<file path="src/rtl/pcw0_pkg.sv">
package pcw0_pkg;
  // widths of the pci address, window mask field and translated address
  localparam int ADDR_W = 32;
  localparam int MASK_W = 12;
  localparam int PA_W   = 33;
  localparam int LOW_W  = 8;   // one enable per 64KB block below 512KB
  localparam int TOP_W  = 9;   // top limit in 2MB units
  localparam int HOLE_W = 16;  // hole bounds in 64KB units
  localparam int BIOS_W = 4;   // one enable per 64KB bios block
  localparam int STAT_W = 16;

  // controller register offsets on the software port
  localparam logic [2:0] REG_CTRL = 3'h0;
  localparam logic [2:0] REG_TOP  = 3'h1;
  localparam logic [2:0] REG_HTOP = 3'h2;
  localparam logic [2:0] REG_HBOT = 3'h3;
  localparam logic [2:0] REG_BIOS = 3'h4;
  localparam logic [2:0] REG_STAT = 3'h5;

  // control register field positions
  localparam int CTRL_EN_BIT  = 0;
  localparam int CTRL_LOW_LSB = 1;

  // reset values
  localparam logic [LOW_W:0]    CTRL_RST = 9'h000;
  localparam logic [TOP_W-1:0]  TOP_RST  = 9'h000;
  localparam logic [HOLE_W-1:0] HOLE_RST = 16'h0000;
  localparam logic [BIOS_W-1:0] BIOS_RST = 4'h0;

  // fixed compatibility address map
  localparam logic [ADDR_W-1:0] LOW_LIMIT = 32'h0008_0000;
  localparam logic [ADDR_W-1:0] VGA_LO    = 32'h000a_0000;
  localparam logic [ADDR_W-1:0] VGA_HI    = 32'h000b_ffff;
  localparam logic [ADDR_W-1:0] BIOS_LO   = 32'h000c_0000;
  localparam logic [ADDR_W-1:0] ONE_MB    = 32'h0010_0000;
  localparam logic [20:0]       TOP_PAD   = 21'h000000;

  // window size: mask covers address bits 31:20, below that always inside
  localparam logic [19:0] MASK_LOW = 20'hfffff;
  localparam int          SG_SHIFT = 10;  // pte address = page index * 8
  localparam logic [PA_W-1:0] PTE_ALIGN = 33'h1_ffff_fff8;

  // inclusive range test used by several decoders
  function automatic logic in_range(input logic [ADDR_W-1:0] a,
                                    input logic [ADDR_W-1:0] lo,
                                    input logic [ADDR_W-1:0] hi);
    in_range = (a >= lo) && (a <= hi);
  endfunction
endpackage

</file>
<file path="src/rtl/pcw0_link_if.sv">
interface pcw0_link_if;
  // address phase seen by both ends, one-cycle strobe
  logic                       addr_valid;
  logic [pcw0_pkg::ADDR_W-1:0] addr;
  // compatibility chip select from the eisa bridge, active low
  logic                       chipsel_n;
  // window 0 claims the transaction, active low
  logic                       devsel_n;

  modport dev (input addr_valid, input addr, input chipsel_n, output devsel_n);
  modport brg (output addr_valid, output addr, output chipsel_n, input devsel_n);
endinterface

</file>
<file path="src/rtl/pcw0_brg_end.sv">
// Function
// - window 0 may take chip select as decode
// - chip select low gives hit and claim
// - sg enable still picks translation mode
// - chip select enable overrides window enable
// - software matches window mask to region size
// - window area covers whole chip select region
// - never select inside the vga hole
// - top limit 2MB steps, 1MB to 512MB; the 9-bit field takes values up to 511, so the logic reaches 1022MB
// - hole bounds in 64KB steps, excluded
// - control enables decode and low regions
// - attribute bits enable bios regions
//
// The register addresses and the strobed register port are this design's own decisions.
module pcw0_brg_end
(
  input  wire logic                        clk_sys,
  input  wire logic                        reset,
  pcw0_link_if.brg                         link,
  input  wire logic                        req_valid,
  input  wire logic [pcw0_pkg::ADDR_W-1:0] req_addr,
  input  wire logic [2:0]                  reg_addr,
  input  wire logic [31:0]                 reg_wdata,
  input  wire logic                        reg_wr,
  input  wire logic                        reg_rd,
  output logic      [31:0]                 reg_rdata,
  output logic                             claim_seen
);
  // software programmed decode settings
  logic [pcw0_pkg::LOW_W:0]    chipsel_decode_control;  // enable plus low regions
  logic [pcw0_pkg::TOP_W-1:0]  chipsel_top_limit;       // 2MB units
  logic [pcw0_pkg::HOLE_W-1:0] chipsel_hole_top;        // 64KB units
  logic [pcw0_pkg::HOLE_W-1:0] chipsel_hole_bottom;     // 64KB units
  logic [pcw0_pkg::BIOS_W-1:0] bios_region_attr;        // one bit per bios block
  logic [pcw0_pkg::LOW_W:0]    next_ctrl;
  logic [pcw0_pkg::TOP_W-1:0]  next_top;
  logic [pcw0_pkg::HOLE_W-1:0] next_htop;
  logic [pcw0_pkg::HOLE_W-1:0] next_hbot;
  logic [pcw0_pkg::BIOS_W-1:0] next_bios;

  // software read port
  logic [31:0] next_rdata;

  // link side flops
  logic                        addr_valid;       // address phase strobe
  logic [pcw0_pkg::ADDR_W-1:0] addr;             // address held on the link
  logic                        chipsel_n;        // chip select, active low
  logic                        next_addr_valid;
  logic [pcw0_pkg::ADDR_W-1:0] next_addr;
  logic                        next_chipsel_n;

  // claim observation and status
  logic                        next_claim_seen;
  logic                        last_select;      // chip select of last phase
  logic                        next_last_select;
  logic [pcw0_pkg::STAT_W-1:0] claim_count;      // claims seen since reset
  logic [pcw0_pkg::STAT_W-1:0] next_claim_count;

  // decode intermediates
  logic [pcw0_pkg::ADDR_W-1:0] top_bytes;        // first byte above the region
  logic [pcw0_pkg::ADDR_W-1:0] hole_lo;
  logic [pcw0_pkg::ADDR_W-1:0] hole_hi;
  logic                        in_low;
  logic                        in_vga;
  logic                        in_bios;
  logic                        in_ext;
  logic                        in_hole;
  logic                        region_ok;
  logic                        select;

  // register writes; status is read only, writes to it are dropped
  always_comb
  begin
    next_ctrl = chipsel_decode_control;
    next_top  = chipsel_top_limit;
    next_htop = chipsel_hole_top;
    next_hbot = chipsel_hole_bottom;
    next_bios = bios_region_attr;
    if (reg_wr)
    begin
      case (reg_addr)
        pcw0_pkg::REG_CTRL:
        begin
          next_ctrl = reg_wdata[pcw0_pkg::LOW_W:0];
        end
        pcw0_pkg::REG_TOP:
        begin
          next_top = reg_wdata[pcw0_pkg::TOP_W-1:0];
        end
        pcw0_pkg::REG_HTOP:
        begin
          next_htop = reg_wdata[pcw0_pkg::HOLE_W-1:0];
        end
        pcw0_pkg::REG_HBOT:
        begin
          next_hbot = reg_wdata[pcw0_pkg::HOLE_W-1:0];
        end
        pcw0_pkg::REG_BIOS:
        begin
          next_bios = reg_wdata[pcw0_pkg::BIOS_W-1:0];
        end
        default:
        begin
          // unmapped or read-only offset: nothing stored
          next_ctrl = chipsel_decode_control;
        end
      endcase
    end
  end

  // register storage
  always_ff @(posedge clk_sys)
  begin
    if (reset)
    begin
      chipsel_decode_control <= pcw0_pkg::CTRL_RST;
      chipsel_top_limit      <= pcw0_pkg::TOP_RST;
      chipsel_hole_top       <= pcw0_pkg::HOLE_RST;
      chipsel_hole_bottom    <= pcw0_pkg::HOLE_RST;
      bios_region_attr       <= pcw0_pkg::BIOS_RST;
    end
    else
    begin
      chipsel_decode_control <= next_ctrl;
      chipsel_top_limit      <= next_top;
      chipsel_hole_top       <= next_htop;
      chipsel_hole_bottom    <= next_hbot;
      bios_region_attr       <= next_bios;
    end
  end

  // read data one cycle after the strobe; unmapped offsets read zero
  always_comb
  begin
    next_rdata = 32'h0000_0000;
    if (reg_rd)
    begin
      case (reg_addr)
        pcw0_pkg::REG_CTRL: next_rdata = {23'h000000, chipsel_decode_control};
        pcw0_pkg::REG_TOP:  next_rdata = {23'h000000, chipsel_top_limit};
        pcw0_pkg::REG_HTOP: next_rdata = {16'h0000, chipsel_hole_top};
        pcw0_pkg::REG_HBOT: next_rdata = {16'h0000, chipsel_hole_bottom};
        pcw0_pkg::REG_BIOS: next_rdata = {28'h0000000, bios_region_attr};
        pcw0_pkg::REG_STAT: next_rdata = {15'h0000, last_select, claim_count};
        default:            next_rdata = 32'h0000_0000;
      endcase
    end
  end

  // read port flop
  always_ff @(posedge clk_sys)
  begin
    if (reset)
    begin
      reg_rdata <= 32'h0000_0000;
    end
    else
    begin
      reg_rdata <= next_rdata;
    end
  end

  // compatibility decode of the incoming request address
  always_comb
  begin
    // a zero limit still gives the least region of 1MB
    if (chipsel_top_limit == '0)
    begin
      top_bytes = pcw0_pkg::ONE_MB;
    end
    else
    begin
      top_bytes = {2'b00, chipsel_top_limit, pcw0_pkg::TOP_PAD};
    end
    hole_lo = {chipsel_hole_bottom, 16'h0000};
    hole_hi = {chipsel_hole_top, 16'hffff};
    in_low  = req_addr < pcw0_pkg::LOW_LIMIT;
    in_vga  = pcw0_pkg::in_range(req_addr, pcw0_pkg::VGA_LO, pcw0_pkg::VGA_HI);
    in_bios = pcw0_pkg::in_range(req_addr, pcw0_pkg::BIOS_LO, pcw0_pkg::ONE_MB - 32'h1);
    in_ext  = (req_addr >= pcw0_pkg::ONE_MB) && (req_addr < top_bytes);
    // an inverted pair of bounds means no hole at all
    in_hole = (chipsel_hole_top >= chipsel_hole_bottom)
              && pcw0_pkg::in_range(req_addr, hole_lo, hole_hi);
    region_ok = 1'b0;
    if (in_low)
    begin
      // each 64KB block below 512KB has its own enable
      region_ok = chipsel_decode_control[pcw0_pkg::CTRL_LOW_LSB + 32'(req_addr[18:16])];
    end
    else if (in_vga)
    begin
      region_ok = 1'b0;
    end
    else if (in_bios)
    begin
      region_ok = bios_region_attr[req_addr[17:16]];
    end
    else if (in_ext)
    begin
      region_ok = 1'b1;
    end
    // hole excluded last, so it also cuts into the low and bios areas
    select = chipsel_decode_control[pcw0_pkg::CTRL_EN_BIT]
             && region_ok && !in_hole;
  end

  // link drive: address and chip select leave together, one cycle after request
  always_comb
  begin
    next_addr_valid  = req_valid;
    next_addr        = req_valid ? req_addr : addr;
    // chip select only asserted during an address phase
    next_chipsel_n   = !(req_valid && select);
    next_last_select = req_valid ? select : last_select;
    // claim seen one cycle after the device drives it
    next_claim_seen  = !link.devsel_n;
    next_claim_count = claim_count + (link.devsel_n ? 16'h0000 : 16'h0001);
  end

  // link and status flops
  always_ff @(posedge clk_sys)
  begin
    if (reset)
    begin
      addr_valid  <= 1'b0;
      addr        <= '0;
      chipsel_n   <= 1'b1;
      last_select <= 1'b0;
      claim_seen  <= 1'b0;
      claim_count <= '0;
    end
    else
    begin
      addr_valid  <= next_addr_valid;
      addr        <= next_addr;
      chipsel_n   <= next_chipsel_n;
      last_select <= next_last_select;
      claim_seen  <= next_claim_seen;
      claim_count <= next_claim_count;
    end
  end

  assign link.addr_valid = addr_valid;
  assign link.addr       = addr;
  assign link.chipsel_n  = chipsel_n;
endmodule

</file>
<file path="src/flat_wrapper.sv">
// flat-port wrapper written by rule: the top's interface ports become plain ports
module pcw0_brg_end_flat 
  (clk_sys, reset, req_valid, req_addr, reg_addr, reg_wdata, reg_wr, reg_rd, reg_rdata, claim_seen, link_addr_valid, link_addr, link_chipsel_n, link_devsel_n);
  pcw0_link_if link_i ();
  input  wire logic clk_sys;
  input  wire logic reset;
  input  wire logic req_valid;
  input  wire logic [pcw0_pkg::ADDR_W-1:0] req_addr;
  input  wire logic [2:0] reg_addr;
  input  wire logic [31:0] reg_wdata;
  input  wire logic reg_wr;
  input  wire logic reg_rd;
  output logic      [31:0] reg_rdata;
  output logic claim_seen;
  output wire logic [$bits(link_i.addr_valid)-1:0] link_addr_valid;
  output wire logic [$bits(link_i.addr)-1:0] link_addr;
  output wire logic [$bits(link_i.chipsel_n)-1:0] link_chipsel_n;
  input wire logic [$bits(link_i.devsel_n)-1:0] link_devsel_n;
  assign link_addr_valid = link_i.addr_valid;
  assign link_addr = link_i.addr;
  assign link_chipsel_n = link_i.chipsel_n;
  assign link_i.devsel_n = link_devsel_n;
  pcw0_brg_end u_core (.clk_sys(clk_sys), .reset(reset), .link(link_i), .req_valid(req_valid), .req_addr(req_addr), .reg_addr(reg_addr), .reg_wdata(reg_wdata), .reg_wr(reg_wr), .reg_rd(reg_rd), .reg_rdata(reg_rdata), .claim_seen(claim_seen));
endmodule
</file>
<file path="config.mk">
export PLATFORM = sky130hd
export DESIGN_NAME = pcw0_brg_end_flat
export DESIGN_NICKNAME = d
export VERILOG_FILES = /design/src/rtl/pcw0_pkg.sv /design/src/rtl/pcw0_link_if.sv /design/src/rtl/pcw0_brg_end.sv /design/src/flat_wrapper.sv
export SDC_FILE = /design/constraint.sdc
export NUM_CORES = 1
export LEC_CHECK = 0
export BUFFER_PORTS_ARGS = -buffer_cell sky130_fd_sc_hd__clkbuf_2
export CAP_MARGIN = 20
export CORE_ASPECT_RATIO = 1.2
export CORE_MARGIN = 2
export CORE_UTILIZATION = 35
export DETAILED_ROUTE_END_ITERATION = 12
export PLACE_DENSITY_LB_ADDON = 0.25
export RECOVER_POWER = 50
export SYNTH_ARGS = -nofsm -noshare
export SYNTH_HDL_FRONTEND = slang
export SYNTH_SLANG_ARGS = --single-unit
</file>
<file path="constraint.sdc">
create_clock -name clk_sys -period 2 [get_ports clk_sys]
set_input_delay 0.4 -clock clk_sys [delete_from_list [all_inputs] [get_ports clk_sys]]
set_output_delay 0.4 -clock clk_sys [all_outputs]
set_load 0.02 [all_outputs]
</file>
=== Word level (Yosys, flattened, before mapping) ===
Index checks and enable logic that the tools add are counted.

* Add/sub/neg operators: 2
* Multipliers: 0
* Div/mod/pow operators: 0
* Magnitude comparators: 12
* Equality and inequality tests: 5
* Shifts and indexed selects: 0
* Mux-type cells: 11
* Bitwise logic cells: 1
* Reduce and logical (&&, ||, !) cells: 19

{| class="wikitable"
|+ Operators by type and width
! cell !! count
|-
| $pmux W17 S6 || 1
|-
| $ge A32 B20 Y1 const B || 2
|-
| $le A32 B20 Y1 const B || 2
|-
| $ge A32 B21 Y1 const B || 1
|-
| $ge A32 B32 Y1 || 1
|-
| $le A32 B32 Y1 || 1
|-
| $lt A32 B20 Y1 const B || 1
|-
| $lt A32 B30 Y1 || 1
|-
| $lt A32 B5 Y1 const B || 1
|-
| $mux W30 || 1
|-
| $add A16 B16 Y16 || 1
|-
| $ge A16 B16 Y1 || 1
|-
| $reduce_and A2 Y1 || 5
|-
| $logic_not A9 Y1 || 1
|-
| $logic_and A1 B1 Y1 || 8
|-
| $mux W1 || 7
|-
| $eq A3 B2 Y1 const B || 2
|-
| $eq A3 B3 Y1 const B || 2
|-
| $add A1 B3 Y4 const A || 1
|-
| $bmux W1 S4 || 1
|-
| $eq A3 B1 Y1 const B || 1
|-
| $logic_not A1 Y1 || 3
|-
| $logic_not A3 Y1 || 1
|-
| $lt A2 B3 Y1 const B || 1
|-
| other kinds (3) || 3
|}

* Flip-flop bits (word level): 138
* Latch bits: 0
* Memory bits (writable): 0
* Memory bits (read-only): 0
* Bits of input ports: 73
* Output and inout port bits: 67
* Memories: 0

=== Depth between registers and ports, before layout ===
Gate-level depths: netlist of run 1.

* Depth in word-level cells: 12
* Depth in mapped cells: 9

=== Worst setup path after synthesis of run 1 ===
OpenSTA, ideal clock, no wires.

* Kind: input to register
* Start point: in req_addr[16] (netlist bit)
* End point: reg u_core.last_select
* Library setup time: 0.120 ns
* Arrival time: 1.911 ns
* Data required time: 1.880 ns
* Path slack: -0.031 ns
* Stages on the path: 8
* Path through: inv_1 ha_1 mux4_1 mux2i_1 a21oi_1 o311ai_2 o21bai_1 o31a_1

* Cells in the longest elaborated chain, start to end: 8

{| class="wikitable"
|+ Ends and longest elaborated chain
! item !! line !! source
|-
| start, declared || flat_wrapper.sv:8 || <nowiki>input wire logic [pcw0_pkg::ADDR_W-1:0] req_addr;</nowiki>
|-
| $ge A32 B21 Y1 or $lt A32 B30 Y1 (tied branches) || pcw0_brg_end.sv:180 || <nowiki>in_ext = (req_addr >= pcw0_pkg::ONE_MB) && (req_addr < top_bytes);</nowiki>
|-
| $logic_and A1 B1 Y1 || pcw0_brg_end.sv:180 ||
|-
| $mux W1 || pcw0_brg_end.sv:198 || <nowiki>else if (in_ext)</nowiki>
|-
| $mux W1 || pcw0_brg_end.sv:194 || <nowiki>else if (in_bios)</nowiki>
|-
| $mux W1 || pcw0_brg_end.sv:190 || <nowiki>else if (in_vga)</nowiki>
|-
| $mux W1 || pcw0_brg_end.sv:185 || <nowiki>if (in_low)</nowiki>
|-
| $logic_and A1 B1 Y1 || pcw0_brg_end.sv:204 || <nowiki>&& region_ok && !in_hole;</nowiki>
|-
| $logic_and A1 B1 Y1 (*) || pcw0_brg_end.sv:204 ||
|-
| end signal, assigned || pcw0_brg_end.sv:237 || <nowiki>last_select <= next_last_select;</nowiki>
|-
| end, declared || pcw0_brg_end.sv:54 || <nowiki>logic last_select;</nowiki>
|}

Every way passes the cells marked *; elsewhere a longest branch is shown, timed or not. The select of a mux whose other input is x is not followed.
A chain may end at the register's enable or synchronous reset.

=== Worst setup path in the final report of run 1 ===
* Start point: reg u_core.chipsel_hole_bottom[1] (netlist bit)
* End point: reg u_core.chipsel_n (netlist: u_core.link.chipsel_n)

* Cells in the longest elaborated chain, start to end: 7

{| class="wikitable"
|+ Ends and longest elaborated chain
! item !! line !! source
|-
| start, declared || pcw0_brg_end.sv:33 || <nowiki>logic [pcw0_pkg::HOLE_W-1:0] chipsel_hole_bottom;</nowiki>
|-
| start signal, assigned || pcw0_brg_end.sv:119 || <nowiki>chipsel_hole_bottom <= pcw0_pkg::HOLE_RST;</nowiki>
|-
| start signal, assigned || pcw0_brg_end.sv:127 || <nowiki>chipsel_hole_bottom <= next_hbot;</nowiki>
|-
| $ge A32 B32 Y1 || pcw0_pkg.sv:47 || <nowiki>in_range = (a >= lo) && (a <= hi);</nowiki>
|-
| $logic_and A1 B1 Y1 || pcw0_pkg.sv:47 ||
|-
| $logic_and A1 B1 Y1 (*) || pcw0_brg_end.sv:183 || <nowiki>&& pcw0_pkg::in_range(req_addr, hole_lo, hole_hi);</nowiki>
|-
| $logic_not A1 Y1 (*) || pcw0_brg_end.sv:204 ||
|-
| $logic_and A1 B1 Y1 (*) || pcw0_brg_end.sv:204 ||
|-
| $logic_and A1 B1 Y1 (*) || pcw0_brg_end.sv:213 || <nowiki>next_chipsel_n = !(req_valid && select);</nowiki>
|-
| $logic_not A1 Y1 (*) || pcw0_brg_end.sv:213 ||
|-
| end signal, assigned || pcw0_brg_end.sv:236 || <nowiki>chipsel_n <= next_chipsel_n;</nowiki>
|-
| end, declared || pcw0_brg_end.sv:47 || <nowiki>logic chipsel_n;</nowiki>
|}

Every way passes the cells marked *; elsewhere a longest branch is shown, timed or not.

==> flow_summary.ini, run 1 <==
[setup_path]
worstSetupEndpointType = register
cp.buffers_inverters = 1
crit_slowest_cell = a2111o_1
crit_required_ns = 2.30
path_cells = inv_2, ha_4, nor2b_4, o211ai_1, a21oi_2, a2111o_1, a221oi_2, o21ai_1
slowest_delay_ns = 0.43
timing.rr.start = u_core.chipsel_hole_bottom[1]
arrival_ns = 2.27
r2r_slack_ns = 0.03
worstRegToRegCells = 8
start_kind = register
critPathMaxFanout = 2
worstSetupPathType = register to register
r2r_end = u_core.link.chipsel_n
crit_family = compound AO/OA/AOI/OAI gates

[timing]
fmax_mhz = 507
finalHoldViolCount = 0
slew_violations = 0
final.setup.tns_ns = 0
finalSetupViolCount = 0
relSlewSlack_pct = 5.80
worstMarginPinSlew_ns = 1.41
fin_crit_sh_pct = 98.5
fin_skew_ns = 0.00705
rsz0062_at_grt = yes
layout_min_cycle_time_ns = 1.97

[clocking]
clkLatencyLatePin_ns = 0.42
clk_pin_slew_worst_paths_ns = 0.05
htree_levels = 4
cts_tree = yes
clock-root-buffer = clkbuf_16
clockBufferDepth = 2
cts_sinks = 123
numCtsBuffers = 17

[hold_path]
whs_endpoint = u_core.claim_seen
hold_start = link_devsel_n
holdPathStages = 2
hold_class = primary input to register

[yosys]
synth.avg_cell_area_um2 = 8.45
yosys_warnings = 0
synth-seq-cells = 123
synth_cell_types = 49
ys_top_cells_by_area = dfxtp_1, ha_1, nand2_1
yosysTopAreaCellShare_pct = 37.8
synth_most_common_cell = nand2_1
synthFlopType = dfxtp_1
syn_area_um2 = 6520
async_reset_ff_share_pct = 0
synth_top_cell_by_area = dfxtp_1
synthCells = 772
synth-edff-count = 0
ys_top_cells_by_count = nand2_1, dfxtp_1, a21oi_1, nor2_1, ha_1
synth-seq-area-share_pct = 37.8

[floorplan]
start_util_pct = 35.7
die_h_um = 154
core_region_area_um2 = 18200
rows = 54
die_area_um2 = 19700
io-pin-count = 140
die_w_um = 129

[global_routing]
grtUsageTotal_pct = 20.2
grt_max_degree = 66
globalRoute.totalOverflow = 0
grt_pass1_vias = 5668
grt_pass1_wl_um = 30600
grt_antenna_before_repair = 0

[power]
p_leak_nw = 3.50
power_density_nw_per_um2 = 763
ir_worst_vdd_uv = 632

[finish]
fin_nets = 1071
n_antenna_cell = 0
syn_to_final_growth_pct = 30.3
drive_above_1_share_pct = 26.0
final_cells = 1171

[status]
status = completed

[routing]
vias_per_cell = 5.06
drtAntennaViolNets = 0
vias = 5930
drc = 0
dr.pass1.iters = 8
drtIter0Drc = 425
wl_per_cell_um = 16.8
drt-total-wl_um = 19600

[place]
io_buffers = 108
gp_congestion = 0.900
dp_hpwl_um = 15200
post-place-cells = 1141

[run]
max_cap_viol_count = 0
## area by class of cell
| class | instances | area (µm²) |
|---|---|---|
| clock buffer | 20 | 457 |
| clock inverter | 9 | 123 |
| fill | 1841 | 9750 |
| inverter | 49 | 184 |
| multi-input combinational | 562 | 3890 |
| sequential | 123 | 2480 |
| tap | 224 | 280 |
| timing repair buffer | 184 | 1080 |
## worst max-delay path by stage
stage / from / endpoint / slack, ns / depth (start not counted)
after floorplan: req_addr[16] / u_core.last_select / 0.006 / 8
after global placement: req_addr[17] / u_core.last_select / -0.25 / 9
after detailed placement: req_addr[17] / u_core.last_select / -0.28 / 9
after CTS: u_core.chipsel_hole_bottom[2] / u_core.last_select / 0.00003 / 9
after global routing: u_core.chipsel_hole_bottom[1] / u_core.link.chipsel_n / -0.08 / 8
final: u_core.chipsel_hole_bottom[1] / u_core.link.chipsel_n / 0.03 / 8
## placed cells by master (no fill, tap or decap), types with 16 or more instances in the layout
| cell type | n |
|---|---|
| inv_1 | 45 |
| ha_1 | 49 |
| nand3_1 | 17 |
| clkbuf_2 | 85 |
| a21oi_1 | 72 |
| nand4_1 | 16 |
| nand2_1 | 126 |
| mux2i_1 | 41 |
| dfxtp_1 | 110 |
| buf_4 | 71 |
| clkbuf_1 | 28 |
| clkbuf_16 | 17 |
| nor2_1 | 75 |
## stage by stage
stage                     total power [mW]  hold slack [ns]  area, µm²  setup slack [ns]  util [%]
final                                 6.48            0.180       8490            0.0292      46.6
after global routing                  6.73            0.182       8490           -0.0839      46.6
after CTS                             6.50            0.163       8370         0.0000349      45.9
after detailed placement              3.41            0.456       7720            -0.280      42.3
after global placement                3.40            0.455       7720            -0.252      42.3
after floorplan                       3.09            0.405       6590           0.00650         -
## cell families (layout without fill, tap and decap cells)
| group | after synthesis | count (layout) | synth area share, % |
|---|---|---|---|
| buffers and inverters | 101 | 262 | 7.02 |
| AO/OA/AOI/OAI | 137 | 137 | 12.5 |
| AND/OR/NAND/NOR | 283 | 283 | 19.2 |
| other | 1 | 15 | 0.0575 |
| adder cells (fa/ha/maj) | 61 | 61 | 11.7 |
| XOR/XNOR | 15 | 15 | 2.02 |
| multiplexers | 51 | 51 | 9.69 |
| flip-flops | 123 | 123 | 37.8 |
## what timing repair did
item | CTS | global route
resized for setup | 16 | 36
endpoints found under the setup margin | 2 | 2
hold buffers | 0 | 0
buffers inserted | 1 | 0
pin swaps | 8 | 16
## power by group
part           internal (mW)  switching (mW)  leakage (nW)
registers               2.52          0.0435          1.01
clock network           1.99            1.08         0.287
logic                  0.343           0.500          2.21
## per-layer routing
| metal | GRT usage (%) | share of wire [%] | vias up |
|---|---|---|---|
| li1 | - | - | 2975 |
| met5 | 0 | 0 | - |
| met4 | 5.69 | 1.6 | 0 |
| met3 | 3.62 | 4.1 | 20 |
| met1 | 27.1 | 47 | 2795 |
| met2 | 33.2 | 47 | 140 |
## sequential cells by signal, summed over array words and instances, names as in the netlist
name                           cells
u_core.link.addr                  32
u_core.claim_seen                  1
u_core.reg_rdata                  17
u_core.chipsel_hole_top           16
u_core.link.addr_valid             1
u_core.chipsel_top_limit           9
u_core.claim_count                16
u_core.chipsel_hole_bottom        16
u_core.last_select                 1
u_core.link.chipsel_n              1
u_core.bios_region_attr            4
u_core.chipsel_decode_control      9
No activity file was read; power rests on OpenSTA's default activity.
==> run 2, diff against run 1 <==
- GPL_TIMING_DRIVEN: unset -> 0
==> run 2 against run 1 <==
Effect of this change: the run now ends with setup timing left; cell count fell by 1.4%; design area shrank 1.1%; clock skew is essentially flat; utilization down 0.54 points; non-clock buffer count decreased by 18; total power barely moved; via count increased by 1.0%; combinational power about the same; critical endpoint unchanged; clock power about the same; hold slack got worse by 0.014 ns; sequential share of layout area rose by 0.56 points.
==> flow_summary.ini, run 2 (synthesized netlist as in run 1, its figures left out) <==
[timing]
final.setup.tns_ns = -0.0629
slew_violations = 0
fin_crit_sh_pct = 103
finalSetupViolCount = 2
worstMarginPinSlew_ns = 0.604
finalHoldViolCount = 0
fin_skew_ns = 0.00690
worst_slack_ns = -0.0572
rsz0062_at_grt = yes
layout_min_cycle_time_ns = 2.06
fmax_mhz = 486
relSlewSlack_pct = 59.7
hold_slack_ns = 0.166

[clocking]
clockBufferDepth = 2
clk_pin_slew_worst_paths_ns = 0.05
cts_tree = yes
cts_sinks = 123
clkLatencyLatePin_ns = 0.42
clock-root-buffer = clkbuf_16
numCtsBuffers = 17
htree_levels = 4

[finish]
fin_nets = 1053
n_antenna_cell = 0
final_util_pct = 46.0
layout_commonest_cell = nand2_1
largest_reg_flops = 32
final_cells = 1155
reg.largest.list = u_core.link.addr (32), u_core.reg_rdata (17)
final_cell_mix = nand2_1, dfxtp_1, nor2_1, clkbuf_1, a21oi_1
regMostFlops = u_core.link.addr
syn_to_final_growth_pct = 28.8
drive_above_1_share_pct = 22.2

[global_routing]
grt_pass1_vias = 5932
grt_pass1_wl_um = 31200
grtUsageTotal_pct = 20.6
grt_max_degree = 17
globalRoute.totalOverflow = 0
grt_antenna_before_repair = 0

[floorplan]
die_area_um2 = 19700
die_w_um = 129
io-pin-count = 140
start_util_pct = 35.7
die_h_um = 154
rows = 54
core_region_area_um2 = 18200

[setup_path]
critPathMaxFanout = 2
arrival_ns = 2.34
cp.buffers_inverters = 1
path_cells = inv_2, ha_4, a21o_1, a21oi_2, nand2_1, a2111o_1, a221oi_2, o21ai_1
start_kind = register
crit_family = compound AO/OA/AOI/OAI gates
slowest_delay_ns = 0.40
r2r_slack_ns = -0.06
crit_required_ns = 2.28
crit_slowest_cell = a2111o_1
worstSetupEndpointType = register
worstSetupPathType = register to register

[power]
netSwitchingFraction_pct = 25.3
ir_worst_vdd_uv = 545
clockPowerShare_pct = 47.2
p_int_mw = 4.84
power_switching_mw = 1.64
p_comb_share_pct = 13.0
fin_total_pwr_mw = 6.48
p_seq_share_pct = 39.7
power_density_nw_per_um2 = 772
p_leak_nw = 3.28

[status]
violations = setup timing
status = complete, but fails checks

[hold_path]
hold_class = primary input to register

[run]
max_cap_viol_count = 0

[routing]
wl_per_cell_um = 17.4
drtAntennaViolNets = 0
dr.pass1.iters = 5
drc = 0
drtIter0Drc = 411
drt-total-wl_um = 20100
vias = 5990
vias_per_cell = 5.19

[place]
gp_congestion = 0.939
post-place-cells = 1113
io_buffers = 103
dp_hpwl_um = 15300
-- run 2: cell count changes in the layout (fill, tap and decap cells not counted), sizes merged --
cell / before / now
bufinv: 3 / 2
clkbuf: 132 / 145
clkinv: 5 / 4
buf: 72 / 45
-- run 2: metal layers --
metal / track usage [%] / vias up / part of all wire, %
li1: - / 2945 / -
met1: 26.7 / 2830 / 44
met2: 33.6 / 182 / 48
met3: 3.48 / 33 / 5.3
met4: 8.95 / 0 / 2.5
met5: 0 / - / 0
-- run 2: area by class of cell --
class,count,area (µm²)
Clock inverter,7,87.6
Clock buffer,24,502
Multi-Input combinational cell,562,4030
Buffer,52,270
Sequential cell,123,2500
Inverter,49,184
Timing Repair Buffer,114,546
Fill cell,1849,9850
Tap cell,224,280
-- run 2: timing repair --
item,in CTS,in global routing
gates cloned,0,0
pin swaps,15,18
setup buffers,6,5
resized for setup,51,37
hold buffers,0,0
setup endpoints to repair,2,2
-- run 2: final timing paths --
kind | from | end | cells after the start
setup / recovery | u_core.chipsel_hole_bottom[10] | u_core.link.chipsel_n | 8
hold reg to reg | u_core.last_select | u_core.reg_rdata[16] | 2
setup reg to reg | u_core.chipsel_hole_bottom[10] | u_core.link.chipsel_n | 8
hold / removal | link_devsel_n | u_core.claim_seen | 2
-- run 2: worst register-to-register path: stages, from the launching register on --
cell,delay [ns]
dfxtp_2,0.34
inv_2,0.05
ha_4,0.21
a21o_1,0.17
a21oi_2,0.17
nand2_1,0.11
a2111o_1,0.40
a221oi_2,0.35
o21ai_1,0.13
-- run 2: power groups by stage --
stage / clock, mW / combinational [mW] / sequential (mW)
after global placement: 0 / 0.746 / 2.62
after detailed placement: 0 / 0.754 / 2.62
after floorplan: 0 / 0.427 / 2.66
after CTS: 3.12 / 0.806 / 2.57
final: 3.06 / 0.846 / 2.57
after global routing: 3.23 / 0.932 / 2.58
-- run 2: metrics by stage --
step	worst slack [ns]	instance area, µm²
floorplan	0.00650	6590
global placement	-0.601	7380
detailed placement	-0.593	7380
CTS	-0.0364	8230
global route	-0.0835	8400
finish	-0.0572	8400
==> run 3, diff against run 2 <==
- CORE_UTILIZATION: 35 -> 50
- PLACE_DENSITY: unset -> 0.77
- PLACE_DENSITY_LB_ADDON: 0.25 -> unset
==> run 3 against run 2 <==
Effect of this change: the flow still finishes with violations (setup timing); cell count fell by 5.6%; clock power fell by 2%; critical path depth did not move; utilization rose by 18 points; die area fell by 29%; register-to-register slack barely moved; setup slack got worse by 0.0025 ns; wire length fell by 7.2%.
==> flow_summary.ini, run 3 (synthesized netlist as in run 1, its figures left out) <==
[status]
status = complete, but fails checks
violations = setup timing

[run]
max_cap_viol_count = 0

[routing]
met1_length_um = 7540
drtAntennaViolNets = 0
vias_per_cell = 5.64
route.met2.wl_um = 8750
drtIter0Drc = 533
drc = 0
top_layer_used = met4
drt-total-wl_um = 18600
vias = 6144
wl_per_cell_um = 17.1
wl_met3_um = 1420
dr.pass1.iters = 5

[setup_path]
critPathMaxFanout = 3
start_kind = register
crit_required_ns = 2.31
arrival_ns = 2.37
crit_family = compound AO/OA/AOI/OAI gates
crit_slowest_cell = dfxtp_1
worstSetupEndpointType = register
worstSetupPathType = register to register
cp.buffers_inverters = 2
path_cells = inv_1, ha_1, nand4_1, buf_4, nor4_4, a2111o_1, a221oi_4, o31a_1
slowest_delay_ns = 0.36

[power]
fin_total_pwr_mw = 6.38
power_switching_mw = 1.66
clockPowerShare_pct = 46.9
p_comb_share_pct = 12.7
power_density_nw_per_um2 = 784
netSwitchingFraction_pct = 26.0
p_seq_share_pct = 40.3
p_leak_nw = 3.21
p_int_mw = 4.72
ir_worst_vdd_uv = 592

[timing]
finalHoldViolCount = 0
hold_slack_ns = 0.168
slew_violations = 0
relSlewSlack_pct = 56.4
rsz0062_at_grt = yes
finalSetupViolCount = 1
fmax_mhz = 485
fin_skew_ns = 0.0127
worst_slack_ns = -0.0598
layout_min_cycle_time_ns = 2.06
worstMarginPinSlew_ns = 0.654
fin_crit_sh_pct = 103

[finish]
largest_reg_flops = 32
nFillCells = 1061
syn_to_final_growth_pct = 24.9
layout_commonest_cell = nand2_1
fin_nets = 1047
regMostFlops = u_core.link.addr
n_antenna_cell = 0
final_cell_mix = nand2_1, dfxtp_1, nor2_1, clkbuf_1, a21oi_1
reg.largest.list = u_core.link.addr (32), u_core.reg_rdata (17)
design_area_um2 = 8140
drive_above_1_share_pct = 19.7

[global_routing]
grt_antenna_before_repair = 0
grtUsageTotal_pct = 27.3
grt_pass1_vias = 5864
grt_pass1_wl_um = 29100
grt_max_degree = 17
globalRoute.totalOverflow = 0

[clocking]
clock-root-buffer = clkbuf_16
cts_sinks = 123
clkLatencyLatePin_ns = 0.42
htree_levels = 4
clockBufferDepth = 2
clk_pin_slew_worst_paths_ns = 0.06
cts_tree = yes
numCtsBuffers = 17

[hold_path]
hold_class = primary input to register

[place]
dp_slack_ns = -0.494
placed_area_um2 = 7310
io_buffers = 103
gp_congestion = 0.947
dp_hpwl_um = 14000

[floorplan]
start_util_pct = 51.5
die_h_um = 129
die_area_um2 = 14000
io-pin-count = 140
core_region_area_um2 = 12700
rows = 45
die_w_um = 108
[run 3: timing repair]
| action | in CTS | in global routing |
|---|---|---|
| gates resized for setup | 33 | 34 |
| buffers inserted | 2 | 3 |
| cloned | 0 | 0 |
| hold buffers | 0 | 0 |
| pin swaps | 12 | 13 |
| setup endpoints to repair | 2 | 3 |
[run 3: layout make-up]
type | instances | area (µm²) | share of cell area (%)
flip-flops and latches | 123 | 2490 | 30.6
inverters | 49 | 184 | 2.26
well taps | 164 | 205 | 2.52
clock buffers | 20 | 457 | 5.61
repair buffers | 108 | 500 | 6.15
multi-input cells | 562 | 3920 | 48.1
plain buffers | 52 | 267 | 3.27
clock inverters | 12 | 123 | 1.51
[run 3: path summary, 6_finish.rpt]
kind | cells after the start | slack [ns] | from | endpoint
setup reg to reg | 8 | -0.06 | u_core.chipsel_hole_bottom[4] | u_core.last_select
setup / recovery | 8 | -0.06 | u_core.chipsel_hole_bottom[4] | u_core.last_select
hold reg to reg | 2 | 0.45 | u_core.last_select | u_core.reg_rdata[16]
hold / removal | 2 | 0.17 | link_devsel_n | u_core.claim_seen
[run 3: stage by stage]
stage	TNS (ns)	utilization, %	std cells
after floorplan	0	-	786
final	-0.0598	64.3	1090
after detailed placement	-0.863	57.7	1053
after global placement	-0.823	57.7	1053
after global routing	-0.191	64.3	1090
after CTS	0	63.4	1087
[run 3: power by group through the flow]
stage,clock network (mW),registers [mW],logic [mW]
floorplan,0,2.66,0.427
global placement,0,2.62,0.721
detailed placement,0,2.62,0.735
CTS,3.01,2.57,0.770
global route,3.14,2.58,0.886
finish,2.99,2.57,0.813
[run 3: metal layers]
metal	vias to the layer above	global-route usage, %
met5	-	0
met4	0	14.4
met3	69	5.99
met2	291	44.7
met1	2858	33.6
li1	2926	-
